## src/rtl/srst_pkg.sv

```systemverilog
// Purpose: shared constants and types of the system reset controller
// Assumes: one system clock, register port with read data one cycle later
// Notes: byte offsets of the register port, field positions, reset values
package srst_pkg;
   // system clock
   localparam int CLK_PERIOD_NS = 50;

   // least time the internal reset stays low after every source has gone quiet
   localparam int RST_STRETCH_NS = 1000;
   localparam int RST_STRETCH_RAW = (RST_STRETCH_NS + CLK_PERIOD_NS - 1) / CLK_PERIOD_NS;
   localparam int RST_STRETCH_CYC = (RST_STRETCH_RAW < 1) ? 1 : RST_STRETCH_RAW;
   localparam int CNT_W = 8;

   // register port
   localparam int ADDR_W = 8;
   localparam int DATA_W = 32;
   localparam logic [7:0] OFS_IDENT0 = 8'h00;
   localparam logic [7:0] OFS_IDENT1 = 8'h04;
   localparam logic [7:0] OFS_CAPABILITY = 8'h08;
   localparam logic [7:0] OFS_CAUSE = 8'h0C;
   localparam logic [7:0] OFS_SUPPLY_CTRL = 8'h10;
   localparam logic [7:0] OFS_PERIPH_RST = 8'h14;
   localparam logic [7:0] OFS_CORE_IRQ_RST = 8'h18;
   localparam logic [7:0] OFS_PIN_ALT = 8'h1C;
   localparam logic [7:0] OFS_WDT_CTRL = 8'h20;
   localparam logic [7:0] OFS_STATUS = 8'h24;

   // reset cause flag positions
   localparam int CAUSE_W = 5;
   localparam int CAUSE_EXT = 0;
   localparam int CAUSE_POR = 1;
   localparam int CAUSE_BOR = 2;
   localparam int CAUSE_WDT = 3;
   localparam int CAUSE_SW = 4;
   localparam logic [CAUSE_W-1:0] CAUSE_RESET = 5'h00;

   // control field positions
   localparam int BOR_EN_BIT = 1;
   localparam int SYS_REQ_BIT = 2;
   localparam int ALT_SEL_BIT = 0;
   localparam int WDT_EN_BIT = 0;

   // status field positions
   localparam int ST_RUN_BIT = 0;
   localparam int ST_POWERED_BIT = 1;
   localparam int ST_FIRST_TO_BIT = 2;
   localparam int ST_TMODE0_BIT = 3;
   localparam int ST_TMODE1_BIT = 4;

   // reset synchroniser width and value after reset: pin low and power-on shown active, brown-out not
   localparam int SRC_W = 3;
   localparam int SRC_POR = 0;
   localparam int SRC_EXT = 1;
   localparam int SRC_BOR = 2;
   localparam logic [SRC_W-1:0] SRC_INIT = 3'h3;

   // sequencer states
   typedef enum logic [2:0] {
      ST_HOLD,
      ST_STRETCH,
      ST_FETCH_SP,
      ST_FETCH_PC,
      ST_FETCH_INSN,
      ST_RUN
   } srst_state_t;
endpackage

```

## src/rtl/srst_sync_if.sv

```systemverilog
// Purpose: carries raw reset sources into the synchroniser and back
// Assumes: raw side is driven by the controller, synced side by the synchroniser
// Notes: width is a parameter
interface srst_sync_if #(parameter int W = 1);
   logic [W-1:0] raw;
   logic [W-1:0] synced;
   modport src (output raw, input synced);
   modport dst (input raw, output synced);
endinterface

```

## src/rtl/srst_sync.sv

```systemverilog
// Purpose: two flip-flop synchroniser for the reset source levels
// Assumes: synchronous active-low reset to a constant
// Notes: the first stage is read by the second stage only
module srst_sync #(
   parameter int W = 1,
   parameter logic [W-1:0] INIT = '0
) (
   input wire logic clock,
   input wire logic rstn,
   srst_sync_if.dst port
);
   typedef struct packed {
      logic [W-1:0] meta;
      logic [W-1:0] stable;
   } srst_sync_state_t;

   srst_sync_state_t state_reg;
   srst_sync_state_t state_next;

   // shift the raw level through two stages
   always_comb begin
      state_next = state_reg;
      state_next.meta = port.raw;
      state_next.stable = state_reg.meta;
   end

   // state register
   always_ff @(posedge clock) begin
      if (!rstn) begin
         state_reg.meta <= INIT;
         state_reg.stable <= INIT;
      end else begin
         state_reg <= state_next;
      end
   end

   assign port.synced = state_reg.stable;
endmodule // srst_sync

```

## src/rtl/srst_ctrl.sv

```systemverilog
// Purpose: system reset controller, gathers sources and sequences release
// Assumes: rstn is the controller's own power-up reset; sources asynchronous pins
// Notes: registers on a plain port, read data one cycle after the read strobe
//
// How it works
// - five sources each start a reset sequence
// - power-on resets core, peripherals and test port
// - pin reset spares tap, resets pin config
// - brown-out, software, watchdog spare test port
// - peripheral reset touches selected peripherals only
// - system request bit write starts system reset
// - the causing source sets its cause flag
// - cause flags are sticky across reset sequences
// - power-on or pin cause clears other flags
// - power-on holds reset until detector inactive
// - after release fetch stack, counter, instruction
// - power-on detector honoured on first power-up only
// - identification and capability registers are read-only
// - nmi pin is gpio until alternate select
// - brown-out resets only when enabled, holds
// - set-then-clear peripheral bit resets all clocks
// - second watchdog time-out before clear resets
module srst_ctrl #(
   parameter int NPERIPH = 8,
   parameter logic [31:0] IDENT0 = 32'h0000_1234, // arbitrary value
   parameter logic [31:0] IDENT1 = 32'h0000_5678, // arbitrary value
   parameter logic [31:0] CAPABILITY = 32'h0000_00FF // arbitrary value
) (
   input wire logic clock,
   input wire logic rstn,
   input wire logic [srst_pkg::ADDR_W-1:0] reg_addr,
   input wire logic [srst_pkg::DATA_W-1:0] reg_wdata,
   input wire logic reg_wr,
   input wire logic reg_rd,
   output logic [srst_pkg::DATA_W-1:0] reg_rdata,
   input wire logic por_active,
   input wire logic ext_rst_n,
   input wire logic brownout_detect,
   input wire logic wdt_timeout,
   input wire logic wdt_irq_clear,
   input wire logic test_mode_pin0,
   input wire logic test_mode_pin1,
   output logic core_rst_n,
   output logic dbg_tap_rst_n,
   output logic dbg_pin_cfg_rst_n,
   output logic [NPERIPH-1:0] periph_rst_n,
   output logic boot_fetch_sp,
   output logic boot_fetch_pc,
   output logic boot_fetch_insn,
   output logic core_run,
   output logic nmi_select
);
   ////////////////////////////////////////////////////////////////////////////////
   // state

   typedef struct packed {
      srst_pkg::srst_state_t st;
      logic [srst_pkg::CNT_W-1:0] cnt;
      logic [srst_pkg::CAUSE_W-1:0] reset_cause_flags;
      logic powered;
      logic por_dom;
      logic pin_dom;
      logic first_to;
      logic brownout_reset_enable;
      logic wdt_reset_enable;
      logic [NPERIPH-1:0] peripheral_reset_regs;
      logic alt_function_select;
      logic [srst_pkg::DATA_W-1:0] rdata;
   } srst_ctrl_state_t;

   srst_ctrl_state_t state_reg;
   srst_ctrl_state_t state_next;

   // gives clocks and memories time to settle
   // before the first fetch
   localparam logic [srst_pkg::CNT_W-1:0] STRETCH_LAST =
      srst_pkg::CNT_W'(srst_pkg::RST_STRETCH_CYC - 1);

   ////////////////////////////////////////////////////////////////////////////////
   // source synchronisers

   // rstn leaves power-on and pin shown active,
   // so the controller's own power-up counts
   // as a power-on reset and sets that flag
   srst_sync_if #(.W(srst_pkg::SRC_W)) src_if ();

   // level sources enter the clock domain through two flops
   // the pin is inverted so every raw bit is active high
   assign src_if.raw[srst_pkg::SRC_POR] = por_active;
   assign src_if.raw[srst_pkg::SRC_EXT] = ~ext_rst_n;
   assign src_if.raw[srst_pkg::SRC_BOR] = brownout_detect;

   srst_sync #(
      .W(srst_pkg::SRC_W),
      .INIT(srst_pkg::SRC_INIT)
   ) u_sync (
      .clock(clock),
      .rstn(rstn),
      .port(src_if)
   );

   ////////////////////////////////////////////////////////////////////////////////
   // source qualification

   logic por_s;
   logic ext_s;
   logic bor_s;
   logic por_ev;
   logic ext_ev;
   logic bor_ev;
   logic wdt_ev;
   logic sw_ev;
   logic any_ev;
   logic level_busy;
   logic wr_hit_cause;

   assign por_s = src_if.synced[srst_pkg::SRC_POR];
   assign ext_s = src_if.synced[srst_pkg::SRC_EXT];
   assign bor_s = src_if.synced[srst_pkg::SRC_BOR];

   // power-on counts only before the supply has first come up
   // later detector pulses are noise until rstn
   assign por_ev = por_s & ~state_reg.powered;
   assign ext_ev = ext_s;
   assign bor_ev = bor_s & state_reg.brownout_reset_enable;
   // second time-out while the first is still pending
   assign wdt_ev = wdt_timeout & state_reg.first_to & state_reg.wdt_reset_enable;
   // whole-system request from the core control register
   assign sw_ev = reg_wr & (reg_addr == srst_pkg::OFS_CORE_IRQ_RST)
                  & reg_wdata[srst_pkg::SYS_REQ_BIT];
   // pulses start a sequence but cannot hold it
   assign any_ev = por_ev | ext_ev | bor_ev | wdt_ev | sw_ev;
   // level sources that keep the sequencer in hold
   assign level_busy = por_ev | ext_ev | bor_ev;
   assign wr_hit_cause = reg_wr & (reg_addr == srst_pkg::OFS_CAUSE);

   ////////////////////////////////////////////////////////////////////////////////
   // next state

   always_comb begin
      state_next = state_reg;

      // register writes; identification registers have no write path
      if (reg_wr) begin
         if (reg_addr == srst_pkg::OFS_SUPPLY_CTRL) begin
            state_next.brownout_reset_enable = reg_wdata[srst_pkg::BOR_EN_BIT];
         end else if (reg_addr == srst_pkg::OFS_PERIPH_RST) begin
            state_next.peripheral_reset_regs = reg_wdata[NPERIPH-1:0];
         end else if (reg_addr == srst_pkg::OFS_PIN_ALT) begin
            state_next.alt_function_select = reg_wdata[srst_pkg::ALT_SEL_BIT];
         end else if (reg_addr == srst_pkg::OFS_WDT_CTRL) begin
            state_next.wdt_reset_enable = reg_wdata[srst_pkg::WDT_EN_BIT];
         end
      end

      // flags are kept until software writes the register or a power-on or pin reset clears them; hardware sets win below
      // a cause landing as software clears is kept
      if (wr_hit_cause) begin
         state_next.reset_cause_flags = reg_wdata[srst_pkg::CAUSE_W-1:0];
      end

      // watchdog first time-out tracking, a new time-out beats the clear
      // so a clear meeting a new time-out keeps it
      if (wdt_irq_clear) begin
         state_next.first_to = 1'b0;
      end
      if (wdt_timeout) begin
         state_next.first_to = 1'b1;
      end

      // a new reset event from any state
      // an event mid-sequence starts it again,
      // so a bouncing pin only lengthens reset
      if (any_ev) begin
         state_next.st = srst_pkg::ST_HOLD;
         state_next.cnt = '0;
         state_next.first_to = 1'b0;
         state_next.peripheral_reset_regs = '0;
         state_next.alt_function_select = 1'b0;
         if (por_ev) begin
            // power-on: only its own flag remains
            state_next.reset_cause_flags = srst_pkg::CAUSE_RESET;
            state_next.reset_cause_flags[srst_pkg::CAUSE_POR] = 1'b1;
            state_next.por_dom = 1'b1;
            state_next.pin_dom = 1'b1;
            state_next.brownout_reset_enable = 1'b0;
            state_next.wdt_reset_enable = 1'b0;
         end else if (ext_ev) begin
            // pin reset: only its own flag remains, tap left alone
            state_next.reset_cause_flags = srst_pkg::CAUSE_RESET;
            state_next.reset_cause_flags[srst_pkg::CAUSE_EXT] = 1'b1;
            state_next.pin_dom = 1'b1;
         end else begin
            // brown-out, watchdog and software add to the sticky flags
            state_next.reset_cause_flags = state_next.reset_cause_flags
               | (srst_pkg::CAUSE_W'(bor_ev) << srst_pkg::CAUSE_BOR)
               | (srst_pkg::CAUSE_W'(wdt_ev) << srst_pkg::CAUSE_WDT)
               | (srst_pkg::CAUSE_W'(sw_ev) << srst_pkg::CAUSE_SW);
         end
      end else begin
         case (state_reg.st)
            srst_pkg::ST_HOLD: begin
               // wait until every level source has gone inactive
               // a level still high re-enters via the event branch
               if (!level_busy) begin
                  state_next.st = srst_pkg::ST_STRETCH;
                  state_next.cnt = '0;
                  if (state_reg.por_dom) begin
                     state_next.powered = 1'b1;
                  end
               end
            end
            srst_pkg::ST_STRETCH: begin
               // release on a clock edge after a minimum hold
               // domain marks drop so tap and pin config release too
               if (state_reg.cnt == STRETCH_LAST) begin
                  state_next.st = srst_pkg::ST_FETCH_SP;
                  state_next.por_dom = 1'b0;
                  state_next.pin_dom = 1'b0;
               end else begin
                  state_next.cnt = state_reg.cnt + 1'b1;
               end
            end
            // boot: stack pointer, program counter, first instruction
            srst_pkg::ST_FETCH_SP: begin
               state_next.st = srst_pkg::ST_FETCH_PC;
            end
            srst_pkg::ST_FETCH_PC: begin
               state_next.st = srst_pkg::ST_FETCH_INSN;
            end
            srst_pkg::ST_FETCH_INSN: begin
               state_next.st = srst_pkg::ST_RUN;
            end
            default: begin
               state_next.st = srst_pkg::ST_RUN;
            end
         endcase
      end

      // read data for the cycle after the strobe only
      // zero otherwise, so stale words never look fresh
      state_next.rdata = '0;
      if (reg_rd) begin
         if (reg_addr == srst_pkg::OFS_IDENT0) begin
            state_next.rdata = IDENT0;
         end else if (reg_addr == srst_pkg::OFS_IDENT1) begin
            state_next.rdata = IDENT1;
         end else if (reg_addr == srst_pkg::OFS_CAPABILITY) begin
            state_next.rdata = CAPABILITY;
         end else if (reg_addr == srst_pkg::OFS_CAUSE) begin
            state_next.rdata[srst_pkg::CAUSE_W-1:0] = state_reg.reset_cause_flags;
         end else if (reg_addr == srst_pkg::OFS_SUPPLY_CTRL) begin
            state_next.rdata[srst_pkg::BOR_EN_BIT] = state_reg.brownout_reset_enable;
         end else if (reg_addr == srst_pkg::OFS_PERIPH_RST) begin
            state_next.rdata[NPERIPH-1:0] = state_reg.peripheral_reset_regs;
         end else if (reg_addr == srst_pkg::OFS_PIN_ALT) begin
            state_next.rdata[srst_pkg::ALT_SEL_BIT] = state_reg.alt_function_select;
         end else if (reg_addr == srst_pkg::OFS_WDT_CTRL) begin
            state_next.rdata[srst_pkg::WDT_EN_BIT] = state_reg.wdt_reset_enable;
         end else if (reg_addr == srst_pkg::OFS_STATUS) begin
            state_next.rdata[srst_pkg::ST_RUN_BIT] = (state_reg.st == srst_pkg::ST_RUN);
            state_next.rdata[srst_pkg::ST_POWERED_BIT] = state_reg.powered;
            state_next.rdata[srst_pkg::ST_FIRST_TO_BIT] = state_reg.first_to;
            // mode pins shown for diagnosis; nonzero is reserved
            state_next.rdata[srst_pkg::ST_TMODE0_BIT] = test_mode_pin0;
            state_next.rdata[srst_pkg::ST_TMODE1_BIT] = test_mode_pin1;
         end
      end
   end

   ////////////////////////////////////////////////////////////////////////////////
   // state register

   // controller power-up: hold with a power-on cause pending
   // flags start clear; the synchroniser's
   // first cycles bring the power-on bit
   always_ff @(posedge clock) begin
      if (!rstn) begin
         state_reg.st <= srst_pkg::ST_HOLD;
         state_reg.cnt <= '0;
         state_reg.reset_cause_flags <= srst_pkg::CAUSE_RESET;
         state_reg.powered <= 1'b0;
         state_reg.por_dom <= 1'b1;
         state_reg.pin_dom <= 1'b1;
         state_reg.first_to <= 1'b0;
         state_reg.brownout_reset_enable <= 1'b0;
         state_reg.wdt_reset_enable <= 1'b0;
         state_reg.peripheral_reset_regs <= '0;
         state_reg.alt_function_select <= 1'b0;
         state_reg.rdata <= '0;
      end else begin
         state_reg <= state_next;
      end
   end

   ////////////////////////////////////////////////////////////////////////////////
   // reset outputs

   logic async_sys;
   logic held;

   // raw sources pull the reset low at once, release waits for the sequencer
   // a raw pin glitch reaches the core reset,
   // so the board must keep the pin clean;
   // one too short to sync leaves no flag
   assign async_sys = (por_active & ~state_reg.powered) | ~ext_rst_n
                      | (brownout_detect & state_reg.brownout_reset_enable);
   assign held = (state_reg.st == srst_pkg::ST_HOLD) | (state_reg.st == srst_pkg::ST_STRETCH);

   // core domain: every source except a peripheral-only reset
   assign core_rst_n = ~async_sys & ~held;
   // test port state machine: power-on only
   // the pin spares it so a debugger stays attached
   assign dbg_tap_rst_n = ~(por_active & ~state_reg.powered) & ~state_reg.por_dom;
   // test port pin configuration: power-on or pin
   assign dbg_pin_cfg_rst_n = ~(por_active & ~state_reg.powered) & ext_rst_n
                              & ~state_reg.pin_dom;

   // one reset per peripheral covers all of its clocks
   // a select bit holds reset until cleared,
   // and any system reset clears the bits
   always_comb begin
      for (int i = 0; i < NPERIPH; i++) begin
         periph_rst_n[i] = core_rst_n & ~state_reg.peripheral_reset_regs[i];
      end
   end

   ////////////////////////////////////////////////////////////////////////////////
   // boot and status outputs

   // one pulse per boot step; the sequencer
   // never waits for the core side
   assign boot_fetch_sp = (state_reg.st == srst_pkg::ST_FETCH_SP);
   assign boot_fetch_pc = (state_reg.st == srst_pkg::ST_FETCH_PC);
   assign boot_fetch_insn = (state_reg.st == srst_pkg::ST_FETCH_INSN);
   assign core_run = (state_reg.st == srst_pkg::ST_RUN) & core_rst_n;
   assign nmi_select = state_reg.alt_function_select;
   assign reg_rdata = state_reg.rdata;
endmodule // srst_ctrl

```

## config.mk

```make
export PLATFORM = sky130hd
export DESIGN_NAME = srst_ctrl
export DESIGN_NICKNAME = d
export VERILOG_FILES = /design/src/rtl/srst_pkg.sv /design/src/rtl/srst_sync_if.sv /design/src/rtl/srst_sync.sv /design/src/rtl/srst_ctrl.sv
export SDC_FILE = /design/constraint.sdc
export NUM_CORES = 1
export LEC_CHECK = 0
export BUFFER_PORTS_ARGS = -buffer_cell sky130_fd_sc_hd__buf_4
export CORE_UTILIZATION = 50
export CTS_BUF_LIST = sky130_fd_sc_hd__clkbuf_8
export DETAILED_ROUTE_END_ITERATION = 8
export GPL_ROUTABILITY_DRIVEN = 1
export GPL_TIMING_DRIVEN = 0
export PLACE_DENSITY = 0.82
export RECOVER_POWER = 100
export REMOVE_ABC_BUFFERS = 1
export SLEW_MARGIN = 20
export SYNTH_ARGS = -nofsm -noshare
export SYNTH_HDL_FRONTEND = slang
export SYNTH_SLANG_ARGS = --single-unit
```

## constraint.sdc

```tcl
create_clock -name clock -period 2.3 [get_ports clock]
set_input_delay 0.115 -clock clock [delete_from_list [all_inputs] [get_ports clock]]
set_output_delay 0.115 -clock clock [all_outputs]
set_load 0.05 [all_outputs]
```

==> metrics.cfg, run 1 <==
[clock_network]
cts-buffers-inserted = 5
clkSinkCount = 47
cts_max_path_buffers = 2
ctsRootBufferMaster = clkbuf_8
clk_pin_slew_ns = 0.08
htreeDepth = 2
cts_tree = built
clock_latency_ns = 0.30

[place]
postPlaceCellArea_um2 = 2775
port_buffers = 54
gp_routability_congestion = 0.8543
dp_hpwl_um = 4053

[routing]
drt_iter0_markers = 114
drt.antenna.violating_nets = 0
first_pass_iters = 4
route.detailed.drc = 0
wl_per_cell_um = 13.20
viasPerCell = 5.178
wirelength_um = 5278
dr_total_vias = 2071

[yosys]
synth_cells = 289
yosys.cell_types.count = 51
ys_ff_latch = 47
syn_avg_cell_area_um2 = 8.654
synth_area_um2 = 2501
ys_seq_area_share_pct = 37.62
synth_ff_type = dfxtp_1
synth_warnings = 0
synth_edf_count = 0
ys_async_sr_fraction_pct = 0

[floorplanning]
dieWidth_um = 72.73
coreArea_um2 = 4755
ios = 99
num_rows = 25
start_util_pct = 52.61
die_y_um = 72.73
die-area_um2 = 5289

[power_and_ir_drop]
p_comb_share_pct = 12.6
p_int_uw = 1110
ir_drop_mv = 0.3935
power_leakage_uw = 0.001175
seqPwrFrac_pct = 54.6
switching_share_pct = 26.48
p_sw_uw = 399.9
clkPwrFrac_pct = 32.8
power.density_nw_per_um2 = 539.3

[critical_path]
crit_path_end_kind = register
arrival_ns = 2.37
worstPathRequired_ns = 2.49
critPathKind = reg2reg
cp-start-kind = register
cp_max_fo = 4

[finish]
area_growth_pct = 11.96
drive_gt1_share_pct = 18.02
fin_nets = 385
design_area_um2 = 2800
largest_register_ffs = 30
diodes = 0

[job]
drv_cap = 0

[sta]
slew_headroom_pct = 59.87
worst_clock_skew_ns = 0.002796
finalSetupTns_ns = 0
fmax_mhz = 459.5
worst_pin_slew_ns = 0.5991
slew_viol_final = 0
period_share_pct = 94.62
final_hold_viol_count = 0
rsz0062_at_grt = no
min_period_ns = 2.176
setup_viol = 0

[global_route]
grt_pass1_wl_um = 8825
grt_max_degree = 20
grt_overflow_total = 0
antenna_found_initial = 0
grt_pass1_vias = 1904
grtUsageTotal_pct = 21.78

[worst_hold_path]
min_path_type = in2reg

[outcome]
status = completed

metrics by stage:
| step | total power [uW] | setup WS [ns] | hold WS, ns | util, % | instances |
|---|---|---|---|---|---|
| floorplan | 962.0 | 0.2350 | 0.1769 | - | 266 |
| global placement | 1032 | 0.06246 | 0.2885 | 58.37 | 387 |
| detailed placement | 1033 | -0.0008364 | 0.2913 | 58.37 | 387 |
| CTS | 1526 | 0.06191 | 0.008924 | 60.74 | 397 |
| global route | 1571 | 0.02065 | 0.01721 | 58.89 | 400 |
| finish | 1510 | 0.1238 | 0.008689 | 58.89 | 400 |
cell usage after synthesis, types with 2 or more instances:
cell,n,share of area (%)
dfxtp_1,47,38
nor2_1,40,6.0
buf_4,33,9.9
mux2i_1,17,6.8
nand2_1,17,2.6
a21oi_1,13,2.6
nand2b_1,11,2.8
nor3_1,10,2.0
inv_1,9,1.4
a2111oi_0,6,2.1
nand3_1,6,1.2
nand4_1,6,1.5
o21ai_0,6,1.2
xnor2_1,6,2.1
a31oi_1,4,1.0
and2_1,4,1.0
clkbuf_1,4,0.60
nor4_1,4,1.0
and3_1,3,0.75
buf_2,3,0.60
nor2b_1,3,0.75
nor3b_1,3,0.90
nor4b_4,3,2.9
and3b_1,2,0.70
mux2_2,2,0.90
or2_2,2,0.50
kinds of logic (layout without fill, tap and decap cells):
| logic type | count (synthesis) | after routing | share of synthesized area [%] |
|---|---|---|---|
| xor gates and xnor gates | 6 | 6 | 2.101 |
| adders and majority gates | 1 | 1 | 0.5002 |
| and+or+nand+nor | 125 | 125 | 28.97 |
| buffers and inverters | 51 | 76 | 12.81 |
| other | 1 | 20 | 0.1499 |
| AOI/OAI and AO/OA | 39 | 39 | 10.16 |
| DFF | 47 | 47 | 37.62 |
| muxes | 19 | 19 | 7.704 |
layer usage:
layer  share of wire [%]  vias up  routed length (um)  track usage, %
met5                   0        -                   0               0
met4                 2.5        0                 132           8.497
met3                 6.1       11                 324           5.110
met2                  50       77                2623           38.53
met1                  42      941                2197           25.41
li1                    -     1042                   -               -
worst paths after layout:
check | startpoint | endpoint | slack, ns | depth (start not counted)
setup reg to reg | state_reg[53] | state_reg[52] | 0.12 | 6
hold reg to reg | u_sync.state_next[1] | u_sync.port.synced[1] | 0.41 | 1
hold / removal | por_active | u_sync.state_next[0] | 0.009 | 3
setup / recovery | state_reg[53] | state_reg[52] | 0.12 | 6
cell type report:
| type | count | area, um2 |
|---|---|---|
| Clock inverter | 1 | 5.005 |
| Fill cell | 473 | 1954 |
| Inverter | 9 | 33.78 |
| Sequential cell | 47 | 942.2 |
| Clock buffer | 6 | 82.58 |
| Tap cell | 67 | 83.83 |
| Multi-Input combinational cell | 210 | 1305 |
| Timing Repair Buffer | 60 | 347.8 |
cells in the final DEF (no fill, tap or decap), types with 4 or more instances in the layout:
cell / synthesis / routed
buf_4: 33 / 25
a2111oi_0: 6 / 6
o21ai_0: 6 / 6
conb_1: 1 / 20
dfxtp_1: 47 / 46
nand3_1: 6 / 6
a21oi_1: 13 / 13
nor2_1: 40 / 40
clkbuf_2: 1 / 9
mux2i_1: 17 / 17
nor3_1: 10 / 10
nand4_1: 6 / 7
nor4_1: 4 / 4
xnor2_1: 6 / 6
a31oi_1: 4 / 4
inv_1: 9 / 9
clkbuf_8: 0 / 6
and2_1: 4 / 4
clkbuf_1: 4 / 22
nand2b_1: 11 / 11
nand2_1: 17 / 17
critical path, stage by stage (launching register included):
cell     delay [ns]
dfxtp_1        0.39
ha_1           0.25
or4b_4         0.50
nor4b_4        0.34
mux2_2         0.37
a22oi_1        0.17
nor2_2         0.05
timing repair:
item                                    4_1_cts  5_1_grt
endpoints found under the setup margin        1       10
endpoints found under the hold margin         1        0
hold buffers                                  1        0
setup buffers                                 2        3
resized for setup                             0        1
pin swaps                                     1        1
power by group through the flow:
| stage | clock [uW] | combinational (uW) | sequential (uW) |
|---|---|---|---|
| 2_1_floorplan | 0 | 117 | 845 |
| 3_3_place_gp | 0 | 188 | 843 |
| 3_5_place_dp | 0 | 189 | 844 |
| 4_1_cts | 511 | 191 | 825 |
| 5_1_grt | 541 | 205 | 826 |
| 6_report | 496 | 190 | 824 |
Note: power is estimated with default switching activity, not from simulation.
==> inputs of run 2 (changes only) <==
- CORE_UTILIZATION: 50 -> 44
- CTS_BUF_LIST: sky130_fd_sc_hd__clkbuf_8 -> sky130_fd_sc_hd__clkbuf_8 sky130_fd_sc_hd__clkbuf_16
- PLACE_DENSITY: 0.82 -> 0.76
- clock period: 2.3 -> 1.8 ns (I/O delays scaled with it)
==> metrics.cfg, run 2 (same netlist as run 1, synthesis figures left out) <==
[global_route]
grt_pass1_wl_um = 9121  ; +3.4%
antenna_found_initial = 0  ; unchanged
grt_max_degree = 20  ; unchanged
grt_overflow_total = 0  ; unchanged
grtUsageTotal_pct = 19.07  ; -2.7 points
grt_pass1_vias = 2051  ; +7.7%

[sta]
slew_viol_final = 0  ; unchanged
slew_headroom_pct = 55.69  ; -4.2 points
fmax_mhz = 492.1  ; +7.1%
worst_clock_skew_ns = 0.005823  ; +0.003027 ns
rsz0062_at_grt = yes
worst_pin_slew_ns = 0.6591  ; +0.05997 ns
min_period_ns = 2.032  ; -0.1440 ns
final_hold_viol_count = 0  ; unchanged
layout_setup_ws_ns = -0.2322  ; -0.3560 ns
period_share_pct = 112.9  ; +18 points
finalSetupTns_ns = -1.120  ; -1.120 ns
setup_viol = 8  ; +8

[clock_network]
cts_max_path_buffers = 2  ; unchanged
htreeDepth = 2  ; unchanged
cts_tree = built
ctsRootBufferMaster = clkbuf_8
clock_latency_ns = 0.29  ; about the same
clk_pin_slew_ns = 0.08  ; about the same
clkSinkCount = 47  ; unchanged
cts-buffers-inserted = 5  ; unchanged

[routing]
drt.antenna.violating_nets = 0  ; unchanged
viasPerCell = 5.230  ; +1.0%
first_pass_iters = 4  ; unchanged
dr_total_vias = 2139  ; +3.3%
wl_per_cell_um = 13.72  ; +4.0%
drt_iter0_markers = 74  ; -35%
route.detailed.drc = 0  ; unchanged
wirelength_um = 5612  ; +6.3%

[power_and_ir_drop]
power.density_nw_per_um2 = 644.9  ; +20%
power_leakage_uw = 0.001242  ; +5.7%
ir_drop_mv = 0.4111  ; +4.5%

[floorplanning]
num_rows = 27  ; +8.0%
die_y_um = 77.40  ; +6.4%
start_util_pct = 45.42  ; -7.2 points
die-area_um2 = 5990  ; +13%
ios = 99  ; unchanged
dieWidth_um = 77.40  ; +6.4%
coreArea_um2 = 5507  ; +16%

[worst_hold_path]
min_path_type = in2reg
hold_end = u_sync.state_next[2]
holdCritStartpoint = brownout_detect
hold_depth = 2  ; -1

[critical_path]
critPathKind = reg2reg
crit_path_end_kind = register
rr_worst_depth = 7  ; +1
ff2ff_setup_slack_ns = -0.23  ; -0.36 ns
r2r-start = state_reg[52]
worstSetupStartpoint = state_reg[52]
worstPathRequired_ns = 2.02  ; -0.47 ns
cp-start-kind = register
reg2reg_to = state_reg[61]
cp_max_fo = 4  ; unchanged
arrival_ns = 2.25  ; -0.12 ns

[finish]
largest_register_ffs = 30  ; unchanged
fin_cells = 409  ; +2.3%
area_growth_pct = 16.81
layout_common_cells = dfxtp_1, nor2_1, buf_4
drive_gt1_share_pct = 22.55  ; +4.5 points
regArea_um2 = 948.4  ; +0.66%
multi_input_area_um2 = 1365  ; +4.6%
final_common_cell = dfxtp_1
fillCellCount = 528  ; +12%
diodes = 0  ; unchanged
fin_nets = 388  ; +0.78%

[place]
place_inst = 392  ; +1.3%
pre_cts_ws_ns = -0.4385  ; -0.4377 ns
dp_hpwl_um = 4044  ; -0.21%
port_buffers = 54  ; unchanged
gp_routability_congestion = 0.8673  ; +1.5%

[outcome]
status = finished with violations
violations = setup timing

[job]
drv_cap = 0  ; unchanged

==> run 2: worst max path at each step <==
stage | endpoint | slack [ns] | depth (start not counted)
floorplan | state_reg[52] | -0.26 | 6
global placement | state_reg[52] | -0.42 | 6
detailed placement | state_reg[52] | -0.44 | 6
CTS | state_reg[61] | -0.23 | 7
global route | state_reg[61] | -0.30 | 7
finish | state_reg[61] | -0.23 | 7
==> run 2: report_power, final <==
group / switching (uW) / total, uW / internal (uW)
clock: 329 / 591 / 262
combinational: 173 / 241 / 67.7
sequential: 5.04 / 1050 / 1050
total: 507 / 1880 / 1380
==> run 2: repair_timing <==
action | in CTS | in global routing
endpoints found under the hold margin | 2 | 0
pin swaps | 9 | 4
setup buffers | 7 | 1
gates resized for setup | 17 | 8
hold buffers | 2 | 0
endpoints found under the setup margin | 31 | 17
==> run 2: layer usage <==
metal,global-route usage [%],wire [um],share of wire [%],vias to the layer above
li1,-,-,-,1047
met1,20.80,2330,42,1013
met2,35.75,2892,52,66
met3,3.765,277,4.9,13
met4,7.547,111,2.0,0
met5,0,0,0,-
==> run 2: final cells by class <==
type,instances,share of cell area [%]
clock buffer,5,2.355
clock inverter,3,0.4283
inverter,9,1.156
multi-input combinational,210,46.72
sequential,47,32.46
tap,72,3.084
timing repair buffer,63,13.79
==> run 2: worst max-delay path: stages, from the launching register on <==
cell     delay (ns)
dfxtp_4        0.37
ha_4           0.15
or4b_4         0.47
nor4b_4        0.32
buf_4          0.18
nand2_4        0.05
mux2_4         0.30
nor3_4         0.12
==> run 2: per-stage QoR <==
step | area (um2) | util [%] | hold WS (ns) | power (uW)
6_report | 2922 | 53.06 | 0.01456 | 1884
5_1_grt | 2922 | 53.06 | 0.01926 | 1961
4_1_cts | 2992 | 54.33 | 0.008976 | 1907
3_5_place_dp | 2781 | 50.51 | 0.2679 | 1320
3_3_place_gp | 2781 | 50.51 | 0.2607 | 1319
2_1_floorplan | 2286 | - | 0.1519 | 1229
